**src/rtl/apdu_pkg.sv**
```systemverilog
// Shared constants and types for the card-side transport layer
package apdu_pkg;

    // ****************************************
    // Framing and coding constants
    // ****************************************
    localparam int HDR_LEN = 5;
    localparam logic [2:0] HDR_LAST_IDX = 3'h4;
    localparam logic [2:0] HDR_P3_IDX = 3'h4;
    localparam logic [2:0] HDR_INS_IDX = 3'h1;
    localparam logic [7:0] SW1_MORE_DATA = 8'h61;
    localparam logic [7:0] SW1_WRONG_LEN = 8'h6c;
    localparam logic [7:0] SW1_WARN_A = 8'h62;
    localparam logic [7:0] SW1_WARN_B = 8'h63;
    localparam logic [3:0] SW1_APP_NIBBLE = 4'h9;
    localparam logic [15:0] SW_NORMAL = 16'h9000;
    localparam logic [8:0] LEN_ZERO_AS = 9'h100;
    localparam logic [8:0] IFS_MAX = 9'h020;
    localparam logic [9:0] STATUS_BYTES = 10'h002;

    // ****************************************
    // Command cases
    // ****************************************
    localparam logic [1:0] CASE_1 = 2'h0;
    localparam logic [1:0] CASE_2 = 2'h1;
    localparam logic [1:0] CASE_3 = 2'h2;
    localparam logic [1:0] CASE_4 = 2'h3;

    // ****************************************
    // Control states
    // ****************************************
    typedef enum logic [9:0] {
        ST_IDLE      = 10'h001,
        ST_HDR       = 10'h002,
        ST_DECIDE    = 10'h004,
        ST_ACK       = 10'h008,
        ST_CMD_DATA  = 10'h010,
        ST_PROCESS   = 10'h020,
        ST_RESP_DATA = 10'h040,
        ST_SW1       = 10'h080,
        ST_SW2       = 10'h100,
        ST_T1_RX     = 10'h200
    } xfer_state_e;

endpackage

```
**src/rtl/sw_class_if.sv**
```systemverilog
// Carrier between the transport core and its status classifier
`timescale 1ns/1ps
interface sw_class_if;
    logic [15:0] sw;
    logic is_normal;
    logic is_warning;
    logic is_app;
    logic data_ok;

    modport core (output sw, input is_normal, input is_warning, input is_app, input data_ok);
    modport cls (input sw, output is_normal, output is_warning, output is_app, output data_ok);
endinterface

```
**src/rtl/apdu_transport_layer.sv**
```systemverilog
// Card-side transport layer for byte and block protocol command exchanges
//
// Notes on behaviour
// (RULE_01) Case 3 command data length is 1 to 255, command passed unchanged; the code takes a P3 of zero as 256 data bytes.
// (RULE_02) Terminal sends the five-byte header before any command data.
// (RULE_03) Procedure byte after header admits data; status after header ends command.
// (RULE_04) Case 3: after all data and processing, card returns two status bytes.
// (RULE_05) Terminal drops the trailing expected-length byte of case 4 commands.
// (RULE_06) Case 4 after data: more-data bytes if normal, else status only.
// (RULE_07) Terminal's follow-up length does not exceed the more-data length.
// (RULE_08) Terminal still fetches after case 4 warning or application status.
// (RULE_09) Other case 4 status ends it; the follow-up is a case 2 command.
// (RULE_10) More-data and wrong-length bytes only for cases 2 and 4, byte protocol.
// (RULE_11) Terminal resends header with length from wrong-length byte.
// (RULE_12) Case 2 length zero or too long: wrong-length bytes with available length.
// (RULE_13) Case 2 length equal: data under procedure byte, then status.
// (RULE_14) Case 2 length smaller: requested bytes then more-data with remainder.
// (RULE_15) Status replacing length control because of error is never normal completion.
// (RULE_16) Block protocol carries command and response fields unchanged.
// (RULE_17) Block protocol: data only with more-data, warning, application or normal status.
// (RULE_18) Long command or response spans chained blocks concatenated in order.
// (RULE_19) Chaining flag set means another block follows; clear means last block.
// (RULE_20) Status 9000 is normal completion; other status ends processing.
// (RULE_21) Status is two bytes, first then second, handled as one word.
// (RULE_22) Terminal keeps the latest header for resending.
`timescale 1ns/1ps
module apdu_transport_layer
    import apdu_pkg::*;
(
    // Clock and reset
    input wire logic clock_in,
    input wire logic rst_in,
    // Protocol select, sampled at the start of each command
    input wire logic block_mode_in,
    // Byte stream from the terminal
    input wire logic rx_valid_in,
    input wire logic [7:0] rx_data_in,
    input wire logic rx_block_end_in,
    input wire logic rx_chain_in,
    // Byte stream to the terminal
    output logic tx_valid_out,
    output logic [7:0] tx_data_out,
    output logic tx_block_end_out,
    output logic tx_chain_out,
    input wire logic tx_ready_in,
    // Command toward the card application
    output logic hdr_valid_out,
    output logic [39:0] hdr_out,
    output logic cmd_valid_out,
    output logic [7:0] cmd_data_out,
    output logic cmd_last_out,
    // Decisions and response from the card application
    input wire logic app_go_in,
    input wire logic [1:0] app_case_in,
    input wire logic app_done_in,
    input wire logic [15:0] app_sw_in,
    input wire logic [8:0] app_len_in,
    input wire logic resp_valid_in,
    input wire logic [7:0] resp_data_in,
    output logic resp_ready_out
);

    xfer_state_e state_reg, state_next;
    logic t1_reg, t1_next;
    logic [1:0] case_reg, case_next;
    logic [7:0] hdr_reg [HDR_LEN], hdr_next [HDR_LEN];
    logic [2:0] hidx_reg, hidx_next;
    logic [8:0] cnt_reg, cnt_next;
    logic [9:0] tot_reg, tot_next;
    logic [8:0] blk_reg, blk_next;
    logic [7:0] sw1_reg, sw1_next, sw2_reg, sw2_next;
    logic tx_valid_reg, tx_valid_next;
    logic [7:0] tx_data_reg, tx_data_next;
    logic tx_end_reg, tx_end_next, tx_chain_reg, tx_chain_next;
    logic hdr_valid_reg, hdr_valid_next;
    logic cmd_valid_reg, cmd_valid_next, cmd_last_reg, cmd_last_next;
    logic [7:0] cmd_data_reg, cmd_data_next;
    logic tx_free, load;
    logic [7:0] load_byte;
    logic [8:0] le, len_eff;
    logic sw_err;

    sw_class_if cls_if ();

    status_classifier u_cls (
        .st(cls_if.cls)
    );

    assign cls_if.sw = app_sw_in;
    assign tx_free = !tx_valid_reg || tx_ready_in;
    assign resp_ready_out = (state_reg == ST_RESP_DATA) && tx_free;

    // ****************************************
    // Outputs
    // ****************************************
    assign tx_valid_out = tx_valid_reg;
    assign tx_data_out = tx_data_reg;
    assign tx_block_end_out = tx_end_reg;
    assign tx_chain_out = tx_chain_reg;
    assign hdr_valid_out = hdr_valid_reg;
    assign hdr_out = {hdr_reg[0], hdr_reg[1], hdr_reg[2], hdr_reg[3], hdr_reg[4]};
    assign cmd_valid_out = cmd_valid_reg;
    assign cmd_data_out = cmd_data_reg;
    assign cmd_last_out = cmd_last_reg;

    // ****************************************
    // Next-state logic
    // ****************************************
    always_comb begin
        state_next = state_reg;
        t1_next = t1_reg;
        case_next = case_reg;
        hdr_next = hdr_reg;
        hidx_next = hidx_reg;
        cnt_next = cnt_reg;
        tot_next = tot_reg;
        blk_next = blk_reg;
        sw1_next = sw1_reg;
        sw2_next = sw2_reg;
        hdr_valid_next = 1'b0;
        cmd_valid_next = 1'b0;
        cmd_last_next = 1'b0;
        cmd_data_next = cmd_data_reg;
        load = 1'b0;
        load_byte = 8'h00;
        // Expected length; a zero length byte counts as the largest
        le = (hdr_reg[HDR_P3_IDX] == 8'h00) ? LEN_ZERO_AS : {1'b0, hdr_reg[HDR_P3_IDX]};
        // (RULE_17) Drop data with disallowed status
        len_eff = cls_if.data_ok ? app_len_in : 9'h000;
        // (RULE_15) Error path never carries normal status
        sw_err = !cls_if.is_normal;
        case (state_reg)
            ST_IDLE: begin
                if (rx_valid_in) begin
                    t1_next = block_mode_in;
                    if (block_mode_in) begin
                        // (RULE_16) Block field passed upward unchanged
                        cmd_valid_next = 1'b1;
                        cmd_data_next = rx_data_in;
                        cmd_last_next = rx_block_end_in && !rx_chain_in;
                        state_next = (rx_block_end_in && !rx_chain_in) ? ST_PROCESS : ST_T1_RX;
                    end else begin
                        // (RULE_02) Header collected first
                        hdr_next[0] = rx_data_in;
                        hidx_next = 3'h1;
                        state_next = ST_HDR;
                    end
                end
            end
            ST_HDR: begin
                if (rx_valid_in) begin
                    hdr_next[hidx_reg] = rx_data_in;
                    hidx_next = hidx_reg + 3'h1;
                    if (hidx_reg == HDR_LAST_IDX) begin
                        hdr_valid_next = 1'b1;
                        state_next = ST_DECIDE;
                    end
                end
            end
            ST_DECIDE: begin
                if (app_go_in && (app_case_in == CASE_3 || app_case_in == CASE_4)) begin
                    // (RULE_03) Procedure byte admits command data
                    case_next = app_case_in;
                    cnt_next = le;
                    state_next = ST_ACK;
                end else if (app_done_in) begin
                    case_next = app_case_in;
                    sw1_next = app_sw_in[15:8];
                    sw2_next = app_sw_in[7:0];
                    state_next = ST_SW1;
                    // (RULE_09) Follow-up treated as case 2
                    // (RULE_10) Length control only for case 2 here
                    if (app_case_in == CASE_2 && !sw_err) begin
                        if (hdr_reg[HDR_P3_IDX] == 8'h00 || le > app_len_in) begin
                            // (RULE_12) Wrong length with available length
                            sw1_next = SW1_WRONG_LEN;
                            sw2_next = app_len_in[7:0];
                        end else if (le == app_len_in) begin
                            // (RULE_13) Full data then status
                            cnt_next = le;
                            state_next = ST_ACK;
                        end else begin
                            // (RULE_14) Partial data then remaining length
                            cnt_next = le;
                            sw1_next = SW1_MORE_DATA;
                            sw2_next = 8'(app_len_in - le);
                            state_next = ST_ACK;
                        end
                    end
                end
            end
            ST_ACK: begin
                if (tx_free) begin
                    load = 1'b1;
                    load_byte = hdr_reg[HDR_INS_IDX];
                    state_next = (case_reg == CASE_2) ? ST_RESP_DATA : ST_CMD_DATA;
                end
            end
            ST_CMD_DATA: begin
                if (rx_valid_in) begin
                    // (RULE_01) Command bytes forwarded unchanged
                    cmd_valid_next = 1'b1;
                    cmd_data_next = rx_data_in;
                    cnt_next = cnt_reg - 9'h001;
                    if (cnt_reg == 9'h001) begin
                        cmd_last_next = 1'b1;
                        state_next = ST_PROCESS;
                    end
                end
            end
            ST_T1_RX: begin
                if (rx_valid_in) begin
                    // (RULE_18) Chained fields concatenated in order
                    cmd_valid_next = 1'b1;
                    cmd_data_next = rx_data_in;
                    // (RULE_19) Clear chain flag closes the command
                    if (rx_block_end_in && !rx_chain_in) begin
                        cmd_last_next = 1'b1;
                        state_next = ST_PROCESS;
                    end
                end
            end
            ST_PROCESS: begin
                if (app_done_in) begin
                    sw1_next = app_sw_in[15:8];
                    sw2_next = app_sw_in[7:0];
                    state_next = ST_SW1;
                    if (t1_reg) begin
                        cnt_next = len_eff;
                        tot_next = {1'b0, len_eff} + STATUS_BYTES;
                        blk_next = 9'h000;
                        state_next = (len_eff != 9'h000) ? ST_RESP_DATA : ST_SW1;
                    end else if (case_reg == CASE_4 && cls_if.is_normal
                        && app_len_in != 9'h000) begin
                        // (RULE_06) Normal case 4 asks for retrieval
                        sw1_next = SW1_MORE_DATA;
                        sw2_next = app_len_in[7:0];
                    end
                    // (RULE_04) Otherwise status word alone
                end
            end
            ST_RESP_DATA: begin
                if (tx_free && resp_valid_in) begin
                    load = 1'b1;
                    load_byte = resp_data_in;
                    cnt_next = cnt_reg - 9'h001;
                    if (cnt_reg == 9'h001) begin
                        state_next = ST_SW1;
                    end
                end
            end
            ST_SW1: begin
                if (tx_free) begin
                    // (RULE_21) First status byte, then second
                    load = 1'b1;
                    load_byte = sw1_reg;
                    state_next = ST_SW2;
                end
            end
            ST_SW2: begin
                if (tx_free) begin
                    // (RULE_20) Status word ends the command
                    load = 1'b1;
                    load_byte = sw2_reg;
                    state_next = ST_IDLE;
                end
            end
            default: begin
                state_next = ST_IDLE;
            end
        endcase
    end

    // ****************************************
    // Transmit byte and block framing
    // ****************************************
    always_comb begin
        tx_valid_next = tx_valid_reg && !tx_ready_in;
        tx_data_next = tx_data_reg;
        tx_end_next = tx_end_reg;
        tx_chain_next = tx_chain_reg;
        if (load) begin
            tx_valid_next = 1'b1;
            tx_data_next = load_byte;
            tx_end_next = 1'b0;
            tx_chain_next = 1'b0;
            if (t1_reg && state_reg != ST_ACK) begin
                // (RULE_18) Split response into blocks of at most IFS_MAX
                tx_end_next = (tot_reg == 10'h001) || (blk_reg == IFS_MAX - 9'h001);
                // (RULE_19) Chain flag set on a block-end byte unless it is the final byte
                tx_chain_next = (tot_reg != 10'h001) && tx_end_next;
            end
        end
    end

    // ****************************************
    // Registers
    // ****************************************
    always_ff @(posedge clock_in or posedge rst_in) begin
        if (rst_in) begin
            state_reg <= ST_IDLE;
            t1_reg <= 1'b0;
            case_reg <= CASE_1;
            for (int i = 0; i < HDR_LEN; i++) begin
                hdr_reg[i] <= 8'h00;
            end
            hidx_reg <= 3'h0;
            cnt_reg <= 9'h000;
            tot_reg <= 10'h000;
            blk_reg <= 9'h000;
            sw1_reg <= 8'h00;
            sw2_reg <= 8'h00;
            tx_valid_reg <= 1'b0;
            tx_data_reg <= 8'h00;
            tx_end_reg <= 1'b0;
            tx_chain_reg <= 1'b0;
            hdr_valid_reg <= 1'b0;
            cmd_valid_reg <= 1'b0;
            cmd_data_reg <= 8'h00;
            cmd_last_reg <= 1'b0;
        end else begin
            state_reg <= state_next;
            t1_reg <= t1_next;
            case_reg <= case_next;
            hdr_reg <= hdr_next;
            hidx_reg <= hidx_next;
            cnt_reg <= cnt_next;
            tot_reg <= (load && t1_reg) ? tot_reg - 10'h001 : tot_next;
            blk_reg <= (load && t1_reg) ? (tx_end_next ? 9'h000 : blk_reg + 9'h001) : blk_next;
            sw1_reg <= sw1_next;
            sw2_reg <= sw2_next;
            tx_valid_reg <= tx_valid_next;
            tx_data_reg <= tx_data_next;
            tx_end_reg <= tx_end_next;
            tx_chain_reg <= tx_chain_next;
            hdr_valid_reg <= hdr_valid_next;
            cmd_valid_reg <= cmd_valid_next;
            cmd_data_reg <= cmd_data_next;
            cmd_last_reg <= cmd_last_next;
        end
    end

endmodule

```
**src/rtl/status_classifier.sv**
```systemverilog
// Classifies a status word into completion classes
`timescale 1ns/1ps
module status_classifier
    import apdu_pkg::*;
(
    // Status word and its classes
    sw_class_if.cls st
);

    always_comb begin
        st.is_normal = (st.sw == SW_NORMAL);
        st.is_warning = (st.sw[15:8] == SW1_WARN_A) || (st.sw[15:8] == SW1_WARN_B);
        st.is_app = (st.sw[15:12] == SW1_APP_NIBBLE) && (st.sw != SW_NORMAL);
        st.data_ok = st.is_normal || st.is_warning || st.is_app
            || (st.sw[15:8] == SW1_MORE_DATA);
    end

endmodule

```
**config.mk**
```make
export PLATFORM = sky130hd
export DESIGN_NAME = apdu_transport_layer
export DESIGN_NICKNAME = d
export VERILOG_FILES = /design/src/rtl/apdu_pkg.sv /design/src/rtl/sw_class_if.sv /design/src/rtl/apdu_transport_layer.sv /design/src/rtl/status_classifier.sv
export SDC_FILE = /design/constraint.sdc
export NUM_CORES = 1
export LEC_CHECK = 0
export BUFFER_PORTS_ARGS = -buffer_cell sky130_fd_sc_hd__buf_2
export CORE_ASPECT_RATIO = 1.75
export CORE_MARGIN = 3
export CORE_UTILIZATION = 49
export CTS_CLUSTER_DIAMETER = 150
export DETAILED_ROUTE_END_ITERATION = 7
export HOLD_SLACK_MARGIN = 0.15
export PLACE_DENSITY = 0.83
export SETUP_SLACK_MARGIN = 0.05
export SYNTH_ARGS = -nofsm -noshare
export SYNTH_HDL_FRONTEND = slang
export SYNTH_SLANG_ARGS = --single-unit
export TNS_END_PERCENT = 20
```
**constraint.sdc**
```tcl
create_clock -name clock_in -period 4.8 [get_ports clock_in]
set_input_delay 0.96 -clock clock_in [delete_from_list [all_inputs] [get_ports clock_in]]
set_output_delay 0.96 -clock clock_in [all_outputs]
set_load 0.02 [all_outputs]
```
# After elaboration in Yosys (flattened, before gate mapping)
# Index checks and enable logic that the tools add are counted.
[totals]
reg_bits = 122
in_bits = 53
[classes]
addsub = 6
order_cmp = 3
n_eq_ne = 50
n_mux = 104
bitwise_logic = 1
n_reduce_logical = 46
[ops]
columns = ["cell", "count"]
rows = [
  ["$mux W8", 30],
  ["$mux W10", 21],
  ["$mux W9", 15],
  ["$pmux W10 S10", 1],
  ["$pmux W8 S2", 4],
  ["$bwmux W40", 1],
  ["$mux W40", 1],
  ["$pmux W9 S4", 1],
  ["$ne A2 B2 Y1 const B", 16],
  ["$pmux W8 S4", 1],
  ["$demux W8 S3", 1],
  ["$eq A8 B7 Y1 const B", 3],
  ["$eq A10 B1 Y1 const B", 2],
  ["$mux W1", 18],
  ["$reduce_bool A9 Y1", 2],
  ["$eq A16 B16 Y1 const B", 1],
  ["$ne A16 B16 Y1 const B", 1],
  ["$reduce_and A14 Y1", 1],
  ["$reduce_bool A2 Y1", 7],
  ["$logic_and A1 B1 Y1", 13],
  ["$reduce_and A4 Y1", 3],
  ["$add A9 B2 Y10 const B", 1],
  ["$eq A10 B10 Y1 const B", 1],
  ["$eq A10 B2 Y1 const B", 1],
  ["other kinds (42)", 64],
]

# Depth between registers and ports, before layout
# Gate-level depths: netlist of the first run.
[logic_depth]
word_depth = 11
depth_mapped = 12
depth_no_buf = 11

# Modules after synthesis
# A second synthesis of the first run with hierarchy kept.
[hier_totals]
cells_unflattened = 786
area_unflattened_um2 = 7388.3
[by_module_without_submodules]
columns = ["module", "instances", "cells_per_inst", "area_per_inst_um2"]
rows = [
  ["apdu_transport_layer", 1, 773, 7283.2],
  ["status_classifier", 1, 13, 105.1],
]

# Worst setup path after synthesis of the first run
# No wires, ideal clock.
[synth_timing]
path_kind = "input-to-reg"
startpoint = "in app_len_in[3]"
endpoint = "reg sw2_reg[1]"
setup_time_ns = 0.095
arrival_time_ns = 3.405
t_required_ns = 4.705
setup_slack_ns = 1.299
cell_stages = 11
n_path_buf = 2
cell_sequence = "clkbuf_1 inv_1 ha_1 and3_1 o21ai_0 or4b_2 a21oi_1 and3_1 buf_1 a221oi_1 o31ai_1"
[synth_via]
elab_chain_len = 7
[synth_rtl]
columns = ["element", "line", "source"]
rows = [
  ["start, declared", "apdu_transport_layer.sv:57", "input wire logic [8:0] app_len_in,"],
  ["$gt A9 B9 Y1 or $eq A9 B9 Y1 (tied branches)", "apdu_transport_layer.sv:174, apdu_transport_layer.sv:178", ""],
  ["$logic_or A1 B1 Y1 or $mux W8 (tied branches)", "apdu_transport_layer.sv:174, apdu_transport_layer.sv:178", ""],
  ["$mux W8", "apdu_transport_layer.sv:174", "if (hdr_reg[HDR_P3_IDX] == 8'h00 || le > app_len_in) begin"],
  ["$mux W8", "apdu_transport_layer.sv:173", "if (app_case_in == CASE_2 && !sw_err) begin"],
  ["$mux W8", "apdu_transport_layer.sv:166", "end else if (app_done_in) begin"],
  ["$mux W8", "apdu_transport_layer.sv:161", "if (app_go_in && (app_case_in == CASE_3 || app_case_in == CASE_4)) begin"],
  ["$pmux W8 S2 (*)", "apdu_transport_layer.sv:132", "case (state_reg)"],
  ["end signal, assigned", "apdu_transport_layer.sv:331", "sw2_reg <= sw2_next;"],
  ["end, declared", "apdu_transport_layer.sv:71", "logic [7:0] sw1_reg, sw1_next, sw2_reg, sw2_next;"],
]
# Every way passes the cells marked *; elsewhere a longest branch is shown, timed or not. The select of a mux whose other input is x is not followed.
# A chain may end at the register's enable or synchronous reset.

# Worst setup path after layout of the first run
[layout_timing]
startpoint = "reg hdr_reg (netlist bit hdr_out[2])"
endpoint = "reg cnt_reg[1]"
[layout_via]
elab_chain_len = 7
[layout_rtl]
columns = ["element", "line", "source"]
rows = [
  ["start, declared", "apdu_transport_layer.sv:66", "logic [7:0] hdr_reg [HDR_LEN], hdr_next [HDR_LEN];"],
  ["start signal, assigned", "apdu_transport_layer.sv:325", "hdr_reg <= hdr_next;"],
  ["branches (longest 7 deep; another with $gt A9 B9 Y1)", "--", ""],
  ["end signal, assigned", "apdu_transport_layer.sv:327", "cnt_reg <= cnt_next;"],
  ["end, declared", "apdu_transport_layer.sv:68", "logic [8:0] cnt_reg, cnt_next;"],
]
# Several ways; the timed one is not identified. The select of a mux whose other input is x is not followed.

==> impl_metrics.py, run 1 <==
metrics = {
    "worst_setup_path": {
        "timing.critical_path.arrival_ns": 4.12,
        "critical_path.max_stage_delay_ns": 0.65,
        "worstSetupPathType": "register to register",
        "critical_path.top_delay_family": "simple AND/OR/NAND/NOR gates",
        "crit_path_end_kind": "register",
        "cp_cell_sequence": "or4_1 -> nor2_1 -> ha_1 -> o21ai_0 -> nor2_1 -> or4b_2 -> a211oi_1 -> o211ai_2 -> a211oi_1 -> a21oi_1",
        "cp.buffers_inverters": 0,
        "worst-r2r-setup-slack_ns": 0.96,
        "critPathRequiredTime_ns": 5.08,
        "timing.critical_path.slowest_stage_cell": "or4b_2",
        "path_max_fanout": 18,
        "worstSetupStartpointType": "register",
    },
    "sta": {
        "final_hold_violating_endpoints": 0,
        "timing.final.crit_period_ns": 3.84,
        "max_slew_margin": 0.285,
        "slew_at_the_pin_with_the_worst_max_slew_slack_ns": 1.07,
        "skew_ns": 0.00824,
        "maxClockFrequency_mhz": 260,
        "setup-violations-final": 0,
        "post-route-period-util": 0.801,
        "drv_slew": 0,
        "grt_setup_unrepaired": "no",
        "totalNegativeSetupSlack_ns": 0,
    },
    "synthesis": {
        "synth-edff-count": 0,
        "synth_top_area_cell": "dfrtp_1",
        "synthesis.area_mm2": 0.00702,
        "yosysSeqAreaShare": 0.435,
        "yosys.area.top_type_share": 0.431,
        "synthTopCellsByArea": "dfrtp_1 (43%), mux2_2 (6.7%), o21ai_0 (4.4%)",
        "syn_inst_count": 742,
        "syn_avg_cell_area_um2": 9.46,
        "yosys_warnings": 0,
        "yosys.cell_types.count": 70,
        "ys_seq_elements": 122,
        "postSynth.asyncResetShare": 1.00,
        "list_of_most_frequent_post_synthesis_cells": "dfrtp_1 (121), nand2_1 (81), o21ai_0 (62)",
        "yosys_most_used_dff": "dfrtp_1",
        "postSynthNetCount": 820,
        "top_count_cell_post_synth": "dfrtp_1",
    },
    "route": {
        "totalWireLength_um": 21000,
        "drt-wirelength-per-cell_um": 20.4,
        "routed_vias_inst": 6.16,
        "route.vias.total": 6340,
        "detail-route-antenna-nets": 0,
        "drt-initial-drc-count": 476,
        "route.detailed.drc": 0,
        "first_pass_iters": 5,
    },
    "global_routing": {
        "globalRouteTotalUtil": 0.272,
        "grt_overflow": 0,
        "grt_pass1_wl_um": 32500,
        "grt_pass1_vias": 6163,
        "antenna_found_initial": 1,
        "grt_start_max_net_pins": 61,
    },
    "finish": {
        "areaGrowthSynthToFinish_pct": 18.0,
        "layout-drive-gt1-share": 0.251,
        "final_nets": 917,
        "largest_register_ffs": 40,
    },
    "clock_network": {
        "post_cts_resized": 0,
        "cts.clk_slew.worst_paths_ns": 0.06,
        "clock_root_buffer": "clkbuf_16",
        "cts_htree_levels": 4,
        "clock_latency_ns": 0.42,
        "post_cts_buffers": 0,
        "cts_tree": "built",
        "clockBufferDepth": 2,
        "cts_buffers": 17,
        "cts.sinks": 122,
        "number_of_hold_buffers_added_after_cts": 0,
    },
    "floorplanning": {
        "floorplan.initialDensity": 0.502,
        "core_region_area_mm2": 0.0140,
        "floorplan.die.height_um": 164,
        "io-pin-count": 116,
        "dieArea_mm2": 0.0159,
        "die_width_um": 96.5,
        "floorplan.rows": 57,
    },
    "placed_design": {
        "hpwlAfterDp_um": 15600,
        "routability_congestion_estimate_from_global_placement": 0.937,
        "portBuffers": 115,
    },
    "flow_run": {
        "cap_violations": 0,
    },
    "pwr": {
        "ir_worst_vdd_mv": 0.351,
        "power-per-cell-area_mw_per_mm2": 552,
        "p_leak_uw": 0.00390,
        "finalPower_uw": 4570,
    },
    "worst_hold_path": {
        "type_of_the_most_critical_hold_path": "register to register",
    },
    "outcome": {
        "outcome": "finished clean",
    },
}
[cell type report]
class | count | area (um2)
Inverter | 35 | 134
Antenna cell | 1 | 2.50
Timing Repair Buffer | 122 | 628
Sequential cell | 122 | 3050
Multi-Input combinational cell | 541 | 3640
Clock inverter | 14 | 160
Clock buffer | 18 | 439
Tap cell | 177 | 221
Fill cell | 1233 | 5700
[worst paths after layout]
check	start	to	cells past startpoint
setup / recovery	hdr_out[2]$_DFFE_PP0P_	cnt_reg[1]$_DFFE_PP0P_	10
min in group asynchronous	rst_in	hidx_reg[2]$_DFFE_PP0P_	2
setup reg to reg	hdr_out[2]$_DFFE_PP0P_	cnt_reg[1]$_DFFE_PP0P_	10
hold reg to reg	tx_block_end_out$_DFF_PP0_	tx_block_end_out$_DFF_PP0_	2
hold / removal	tx_block_end_out$_DFF_PP0_	tx_block_end_out$_DFF_PP0_	2
max in group asynchronous	rst_in	tx_data_out[2]$_DFFE_PP0P_	3
[cells in the final DEF (no fill, tap or decap), types with 9 or more instances in the layout]
cell type    n
o21ai_0     62
o211ai_1     9
nor4_1      16
nand2b_1    13
nand2_1     81
clkbuf_16   17
a211oi_1     9
nor3_1      14
nor2b_1     13
and3_1      13
a21oi_1     33
nand3_1     24
inv_1       34
xnor2_1     14
buf_2      115
nor2_1      44
o31ai_1     10
dfrtp_1    121
ha_1        24
mux2_2      42
[per-layer routing]
metal / wire length, um / vias to the layer above / GRT usage
met1: 7470 / 3071 / 0.294
met3: 1150 / 98 / 0.0573
met2: 10800 / 269 / 0.459
li1: - / 2902 / -
met4: 1600 / 0 / 0.198
met5: 0 / - / 0
[per-stage QoR]
stage	hold WS, ns	util	cells	area, um2	setup slack [ns]
finish	0.478	0.592	1030	8280	0.956
global route	0.502	0.592	1030	8280	0.669
CTS	0.483	0.592	1029	8280	0.969
detailed placement	0.471	0.549	997	7680	0.895
global placement	0.462	0.549	997	7680	0.996
floorplan	0.447	-	742	7020	0.599
[kinds of logic (layout without fill, tap and decap cells)]
family	Yosys count	in the layout	synth area share
buf+inv	79	189	0.0462
mux	47	47	0.0745
simple gates	264	264	0.198
other cells	0	1	0
compound gates	186	186	0.177
flops	122	122	0.435
fa+ha+maj	25	25	0.0456
xor+xnor	19	19	0.0237
[worst min-delay path, cell delays in order (launching register included)]
cell and delay (ns):
dfrtp_1 0.33, nand2_1 0.05, o21ai_0 0.06
[power by group]
| part | internal (uW) | switching (uW) |
|---|---|---|
| registers | 1360 | 296 |
| clock network | 788 | 518 |
| logic | 628 | 975 |
| total | 2780 | 1790 |
(Power assumes the default switching activity.)
==> run 2, diff against run 1 <==
clock period = 3.54 ns   (was 4.8 ns; I/O delays follow)
==> run 2 against run 1 <==
  * Sequential cell count is the same
  * Critical path depth grew 1
  * Critical endpoint is now cnt_reg[8]$_DFFE_PP0P_
  * Routed wire length grew 1.0%
  * Final cell count grew 1.6%
  * Clock skew grew 0.0017 ns
==> impl_metrics.py, run 2 (same netlist as run 1, synthesis figures left out) <==
metrics = {
    "route": {
        "routed_vias_inst": 6.15,
        "drt-wirelength-per-cell_um": 20.3,
        "route.detailed.drc": 0,
        "route.vias.total": 6437,
        "first_pass_iters": 6,
        "totalWireLength_um": 21200,
        "drt-initial-drc-count": 628,
        "detail-route-antenna-nets": 0,
    },
    "finish": {
        "fillCellCount": 1264,
        "largest_register_ffs": 40,
        "areaGrowthSynthToFinish_pct": 19.8,
        "layout-drive-gt1-share": 0.266,
        "sequential_cell_area_mm2": 0.00305,
        "layout.cells.most_common": "dfrtp_1",
        "total_area_of_multi_input_combinational_cells_mm2": 0.00365,
        "postLayoutCellArea_mm2": 0.00841,
        "fin_util": 0.601,
        "num_antenna_cells": 0,
        "highest_count_cells_in_the_layout_ignoring_fill_and_taps": "dfrtp_1 (121), buf_2 (115), nand2_1 (81)",
        "final_nets": 934,
    },
    "pwr": {
        "share_seq_of_total_power": 0.359,
        "power.share.switching": 0.396,
        "p_leak_uw": 0.00399,
        "pwr-share-comb": 0.368,
        "ir_worst_vdd_mv": 0.591,
        "clkPwrFrac": 0.274,
        "intPower_uw": 3770,
        "power-per-cell-area_mw_per_mm2": 742,
        "switching_power_uw": 2470,
    },
    "clock_network": {
        "post_cts_buffers": 0,
        "cts.clk_slew.worst_paths_ns": 0.06,
        "clockBufferDepth": 2,
        "cts_buffers": 17,
        "cts.sinks": 122,
        "number_of_hold_buffers_added_after_cts": 0,
        "clock_latency_ns": 0.42,
        "post_cts_resized": 0,
        "cts_tree": "built",
        "cts_htree_levels": 4,
        "clock_root_buffer": "clkbuf_16",
    },
    "floorplanning": {
        "dieArea_mm2": 0.0159,
        "floorplan.die.height_um": 164,
        "floorplan.rows": 57,
        "floorplan.initialDensity": 0.502,
        "io-pin-count": 116,
        "core_region_area_mm2": 0.0140,
        "die_width_um": 96.5,
    },
    "worst_setup_path": {
        "worst-r2r-setup-slack_ns": 0.25,
        "worstSetupStartpointType": "register",
        "critical_path.max_stage_delay_ns": 0.66,
        "rr_worst_depth": 11,
        "r2r_end": "cnt_reg[8]$_DFFE_PP0P_",
        "regToRegStartpoint": "hdr_out[2]$_DFFE_PP0P_",
        "critPathRequiredTime_ns": 3.82,
        "cp_cell_sequence": "or4_1 -> nor2_1 -> ha_1 -> o21ai_0 -> nor2_1 -> or4b_2 -> a211oi_1 -> buf_4 -> o211ai_4 -> o21ai_0 -> o21ai_0",
        "crit_path_end_kind": "register",
        "worstSetupPathType": "register to register",
        "timing.critical_path.slowest_stage_cell": "or4b_2",
        "path_max_fanout": 18,
        "path_common_cell": "o21ai_0",
        "worst_setup_path_start": "hdr_out[2]$_DFFE_PP0P_",
        "timing.critical_path.arrival_ns": 3.57,
    },
    "sta": {
        "post-route-period-util": 0.929,
        "final_hold_violating_endpoints": 0,
        "max_slew_margin": 0.294,
        "drv_slew": 0,
        "hold-worst-slack_ns": 0.449,
        "skew_ns": 0.00992,
        "setup-violations-final": 0,
        "timing.final.crit_period_ns": 3.29,
        "grt_setup_unrepaired": "no",
        "maxClockFrequency_mhz": 304,
        "slew_at_the_pin_with_the_worst_max_slew_slack_ns": 1.06,
        "totalNegativeSetupSlack_ns": 0,
    },
    "placed_design": {
        "routability_congestion_estimate_from_global_placement": 0.990,
        "portBuffers": 115,
        "hpwlAfterDp_um": 16000,
        "placed_cell_area_mm2": 0.00782,
    },
    "global_routing": {
        "grt_pass1_vias": 6513,
        "grt_overflow": 0,
        "antenna_found_initial": 0,
        "grt_pass1_wl_um": 33100,
        "grt_start_max_net_pins": 66,
        "globalRouteTotalUtil": 0.276,
    },
    "flow_run": {
        "cap_violations": 0,
    },
    "outcome": {
        "outcome": "finished clean",
    },
    "worst_hold_path": {
        "type_of_the_most_critical_hold_path": "input pin to async pin",
    },
}
==> run 2: how the worst max path moves through the flow <==
stage / end / slack (ns)
2_1_floorplan: sw2_reg[1]$_DFFE_PP0P_ / 0.23
3_3_place_gp: cnt_reg[7]$_DFFE_PP0P_ / 0.14
3_5_place_dp: cnt_reg[8]$_DFFE_PP0P_ / 0.06
4_1_cts: cnt_reg[8]$_DFFE_PP0P_ / 0.15
5_1_grt: cnt_reg[8]$_DFFE_PP0P_ / 0.06
6_report: cnt_reg[8]$_DFFE_PP0P_ / 0.25
==> run 2: metal layers <==
layer	up-vias	track usage	routed length, um
met3	113	0.0495	1230
met1	3088	0.295	7360
li1	2928	-	-
met2	308	0.467	10900
met5	-	0	0
met4	0	0.216	1750
==> run 2: cell type report <==
| cell class | instances | share of cell area |
|---|---|---|
| inverters | 35 | 0.0161 |
| flip-flops and latches | 122 | 0.363 |
| clock buffers | 17 | 0.0506 |
| repair buffers | 139 | 0.0914 |
| multi-input cells | 541 | 0.434 |
| clock inverters | 15 | 0.0182 |
| well taps | 177 | 0.0263 |
==> run 2: critical path, delay by kind of cell, from the launching register on <==
family,cells,cell delay (ns)
AND/OR/NAND/NOR,4,1.43
AO/OA/AOI/OAI,5,0.89
flip-flops,1,0.37
adder cells (fa/ha/maj),1,0.27
buffers and inverters,1,0.20
==> run 2: power groups by stage <==
stage | Sequential, uW | Combinational [uW] | Clock [uW]
3_3_place_gp | 2220 | 2210 | 0
6_report | 2240 | 2290 | 1710
3_5_place_dp | 2240 | 2270 | 0
5_1_grt | 2290 | 2520 | 1770
2_1_floorplan | 2450 | 1260 | 0
4_1_cts | 2220 | 2290 | 1720
==> run 2: per-stage QoR <==
step                power [uW]  std cells  setup slack, ns
finish                    6240       1046            0.251
global route              6580       1046           0.0594
CTS                       6230       1046            0.146
detailed placement        4510       1014           0.0580
global placement          4430       1014            0.136
floorplan                 3700        742            0.229
==> run 3, diff against run 2 <==
BUFFER_PORTS_ARGS = default   (was -buffer_cell sky130_fd_sc_hd__buf_2)
DONT_BUFFER_PORTS = 1   (was default)
PLACE_DENSITY = 0.76   (was 0.83)
==> run 3 against run 2 <==
  * Non-clock buffer count decreased by 117
  * First-iteration DRC count is 17% lower
  * Routed wire length shrank 2.8%
  * Global-route usage shrank 0.81 points
  * Design area down 6.9%
  * Maximum frequency decreased by 1.1%
  * Core utilization fell by 4.1 points
  * Sequential power increased by 15%
  * Sequential share of layout area rose by 2.7 points
  * Critical path type unchanged
  * Highest routed layer unchanged
==> impl_metrics.py, run 3 (same netlist as run 1, synthesis figures left out) <==
metrics = {
    "flow_run": {
        "cap_violations": 0,
    },
    "clock_network": {
        "cts.sinks": 122,
        "clock_latency_ns": 0.43,
        "clockBufferDepth": 2,
        "clock_root_buffer": "clkbuf_16",
        "cts.clk_slew.worst_paths_ns": 0.06,
        "cts_htree_levels": 4,
        "cts_tree": "built",
        "post_cts_buffers": 0,
        "cts_buffers": 17,
    },
    "global_routing": {
        "globalRouteTotalUtil": 0.268,
        "grt_pass1_vias": 6171,
        "grt_start_max_net_pins": 65,
        "grt_overflow": 0,
        "grt_pass1_wl_um": 32100,
        "antenna_found_initial": 0,
    },
    "sta": {
        "setup-violations-final": 0,
        "slew_at_the_pin_with_the_worst_max_slew_slack_ns": 1.03,
        "grt_setup_unrepaired": "yes",
        "skew_ns": 0.00861,
        "final_hold_violating_endpoints": 0,
        "totalNegativeSetupSlack_ns": 0,
        "max_slew_margin": 0.316,
        "post-route-period-util": 0.939,
        "maxClockFrequency_mhz": 301,
        "drv_slew": 0,
        "timing.final.crit_period_ns": 3.33,
    },
    "finish": {
        "largest_register_ffs": 40,
        "layout-drive-gt1-share": 0.150,
        "areaGrowthSynthToFinish_pct": 11.6,
        "final_nets": 817,
        "highest_count_cells_in_the_layout_ignoring_fill_and_taps": "dfrtp_1 (121), nand2_1 (81), o21ai_0 (62)",
        "instances_no_fill": 929,
        "num_antenna_cells": 0,
        "layout.cells.most_common": "dfrtp_1",
    },
    "route": {
        "first_pass_iters": 6,
        "detail-route-antenna-nets": 0,
        "route.detailed.drc": 0,
        "drt-wirelength-per-cell_um": 22.2,
        "drt-initial-drc-count": 522,
        "route.vias.total": 5984,
        "totalWireLength_um": 20600,
        "routed_vias_inst": 6.44,
    },
    "worst_setup_path": {
        "critPathRequiredTime_ns": 3.87,
        "timing.critical_path.arrival_ns": 3.66,
        "worstSetupStartpointType": "register",
        "crit_path_end_kind": "register",
        "path_max_fanout": 6,
        "worstSetupPathType": "register to register",
    },
    "placed_design": {
        "placed_cells": 896,
        "routability_congestion_estimate_from_global_placement": 0.944,
        "hpwlAfterDp_um": 15800,
        "portBuffers": 0,
    },
    "worst_hold_path": {
        "type_of_the_most_critical_hold_path": "input pin to register",
    },
    "floorplanning": {
        "dieArea_mm2": 0.0159,
        "io-pin-count": 116,
        "floorplan.die.height_um": 164,
        "floorplan.initialDensity": 0.502,
        "die_width_um": 96.5,
        "floorplan.rows": 57,
        "core_region_area_mm2": 0.0140,
    },
    "outcome": {
        "outcome": "finished clean",
    },
    "pwr": {
        "p_leak_uw": 0.00348,
        "ir_worst_vdd_mv": 0.531,
        "power-per-cell-area_mw_per_mm2": 757,
    },
}
[run 3: changes by cell type in the layout (fill, tap and decap cells not counted), moves of 2 or more]
cell | before | now
inv_8 | 1 | 7
clkinv_4 | 3 | 1
inv_6 | 8 | 5
clkinv_8 | 0 | 2
buf_2 | 115 | 0
clkinvlp_4 | 3 | 1
buf_4 | 23 | 20
[run 3: worst paths after layout]
check,from,to,slack [ns],cells after the start
max in group asynchronous,rst_in,hdr_out[39]$_DFFE_PP0P_,1.94,3
max reg2reg,hdr_out[2]$_DFFE_PP0P_,sw2_reg[1]$_DFFE_PP0P_,0.21,10
min reg2reg,case_reg[1]$_DFFE_PP0P_,case_reg[1]$_DFFE_PP0P_,0.49,2
max,hdr_out[2]$_DFFE_PP0P_,sw2_reg[1]$_DFFE_PP0P_,0.21,10
min in group asynchronous,rst_in,state_reg[8]$_DFFE_PP0P_,0.73,2
min,app_done_in,state_reg[2]$_DFFE_PP0P_,0.39,1
[run 3: power breakdown]
part           internal, uW  switching [uW]  leakage [uW]
registers              1840             733       0.00158
clock network           950             762      0.000292
logic                   722             914       0.00161
[run 3: layout make-up]
type / count / area (um2)
fillers: 1235 / 6150
inverters: 35 / 135
multi-input cells: 541 / 3650
well taps: 177 / 221
flip-flops and latches: 122 / 3050
repair buffers: 22 / 180
clock buffers: 17 / 425
clock inverters: 15 / 164
[run 3: worst max-delay path, cell delays in order (launching register included)]
cell and delay, ns:
dfrtp_1 0.38, or4_1 0.53, nor2_1 0.16, ha_1 0.26, o21ai_0 0.08, nor2_1 0.07, or4b_2 0.67, a21oi_1 0.34
and3_1 0.36, a221oi_1 0.13, o31ai_1 0.24
[run 3: per-layer routing]
layer	wire length, um	track usage	vias up	part of all wire
li1	-	-	2697	-
met1	7030	0.283	2923	0.34
met2	11100	0.462	294	0.54
met3	1420	0.0697	70	0.069
met4	1060	0.170	0	0.051
met5	0	0	-	0
[run 3: stage by stage]
stage / hold WS [ns] / utilization / area [um2] / setup slack [ns] / total power [uW]
CTS: 0.377 / 0.560 / 7820 / 0.139 / 5920
finish: 0.387 / 0.560 / 7830 / 0.214 / 5930
floorplan: 0.447 / - / 7020 / 0.229 / 3700
detailed placement: 0.483 / 0.517 / 7220 / 0.175 / 4200
global placement: 0.467 / 0.517 / 7220 / 0.296 / 4100
global route: 0.382 / 0.560 / 7830 / 0.00576 / 6260
[run 3: what timing repair did]
item | 4_1_cts | 5_1_grt
hold endpoints to repair | 10 | 0
hold buffers | 1 | 0
setup endpoints to repair | 0 | 9
resized for setup | 0 | 1
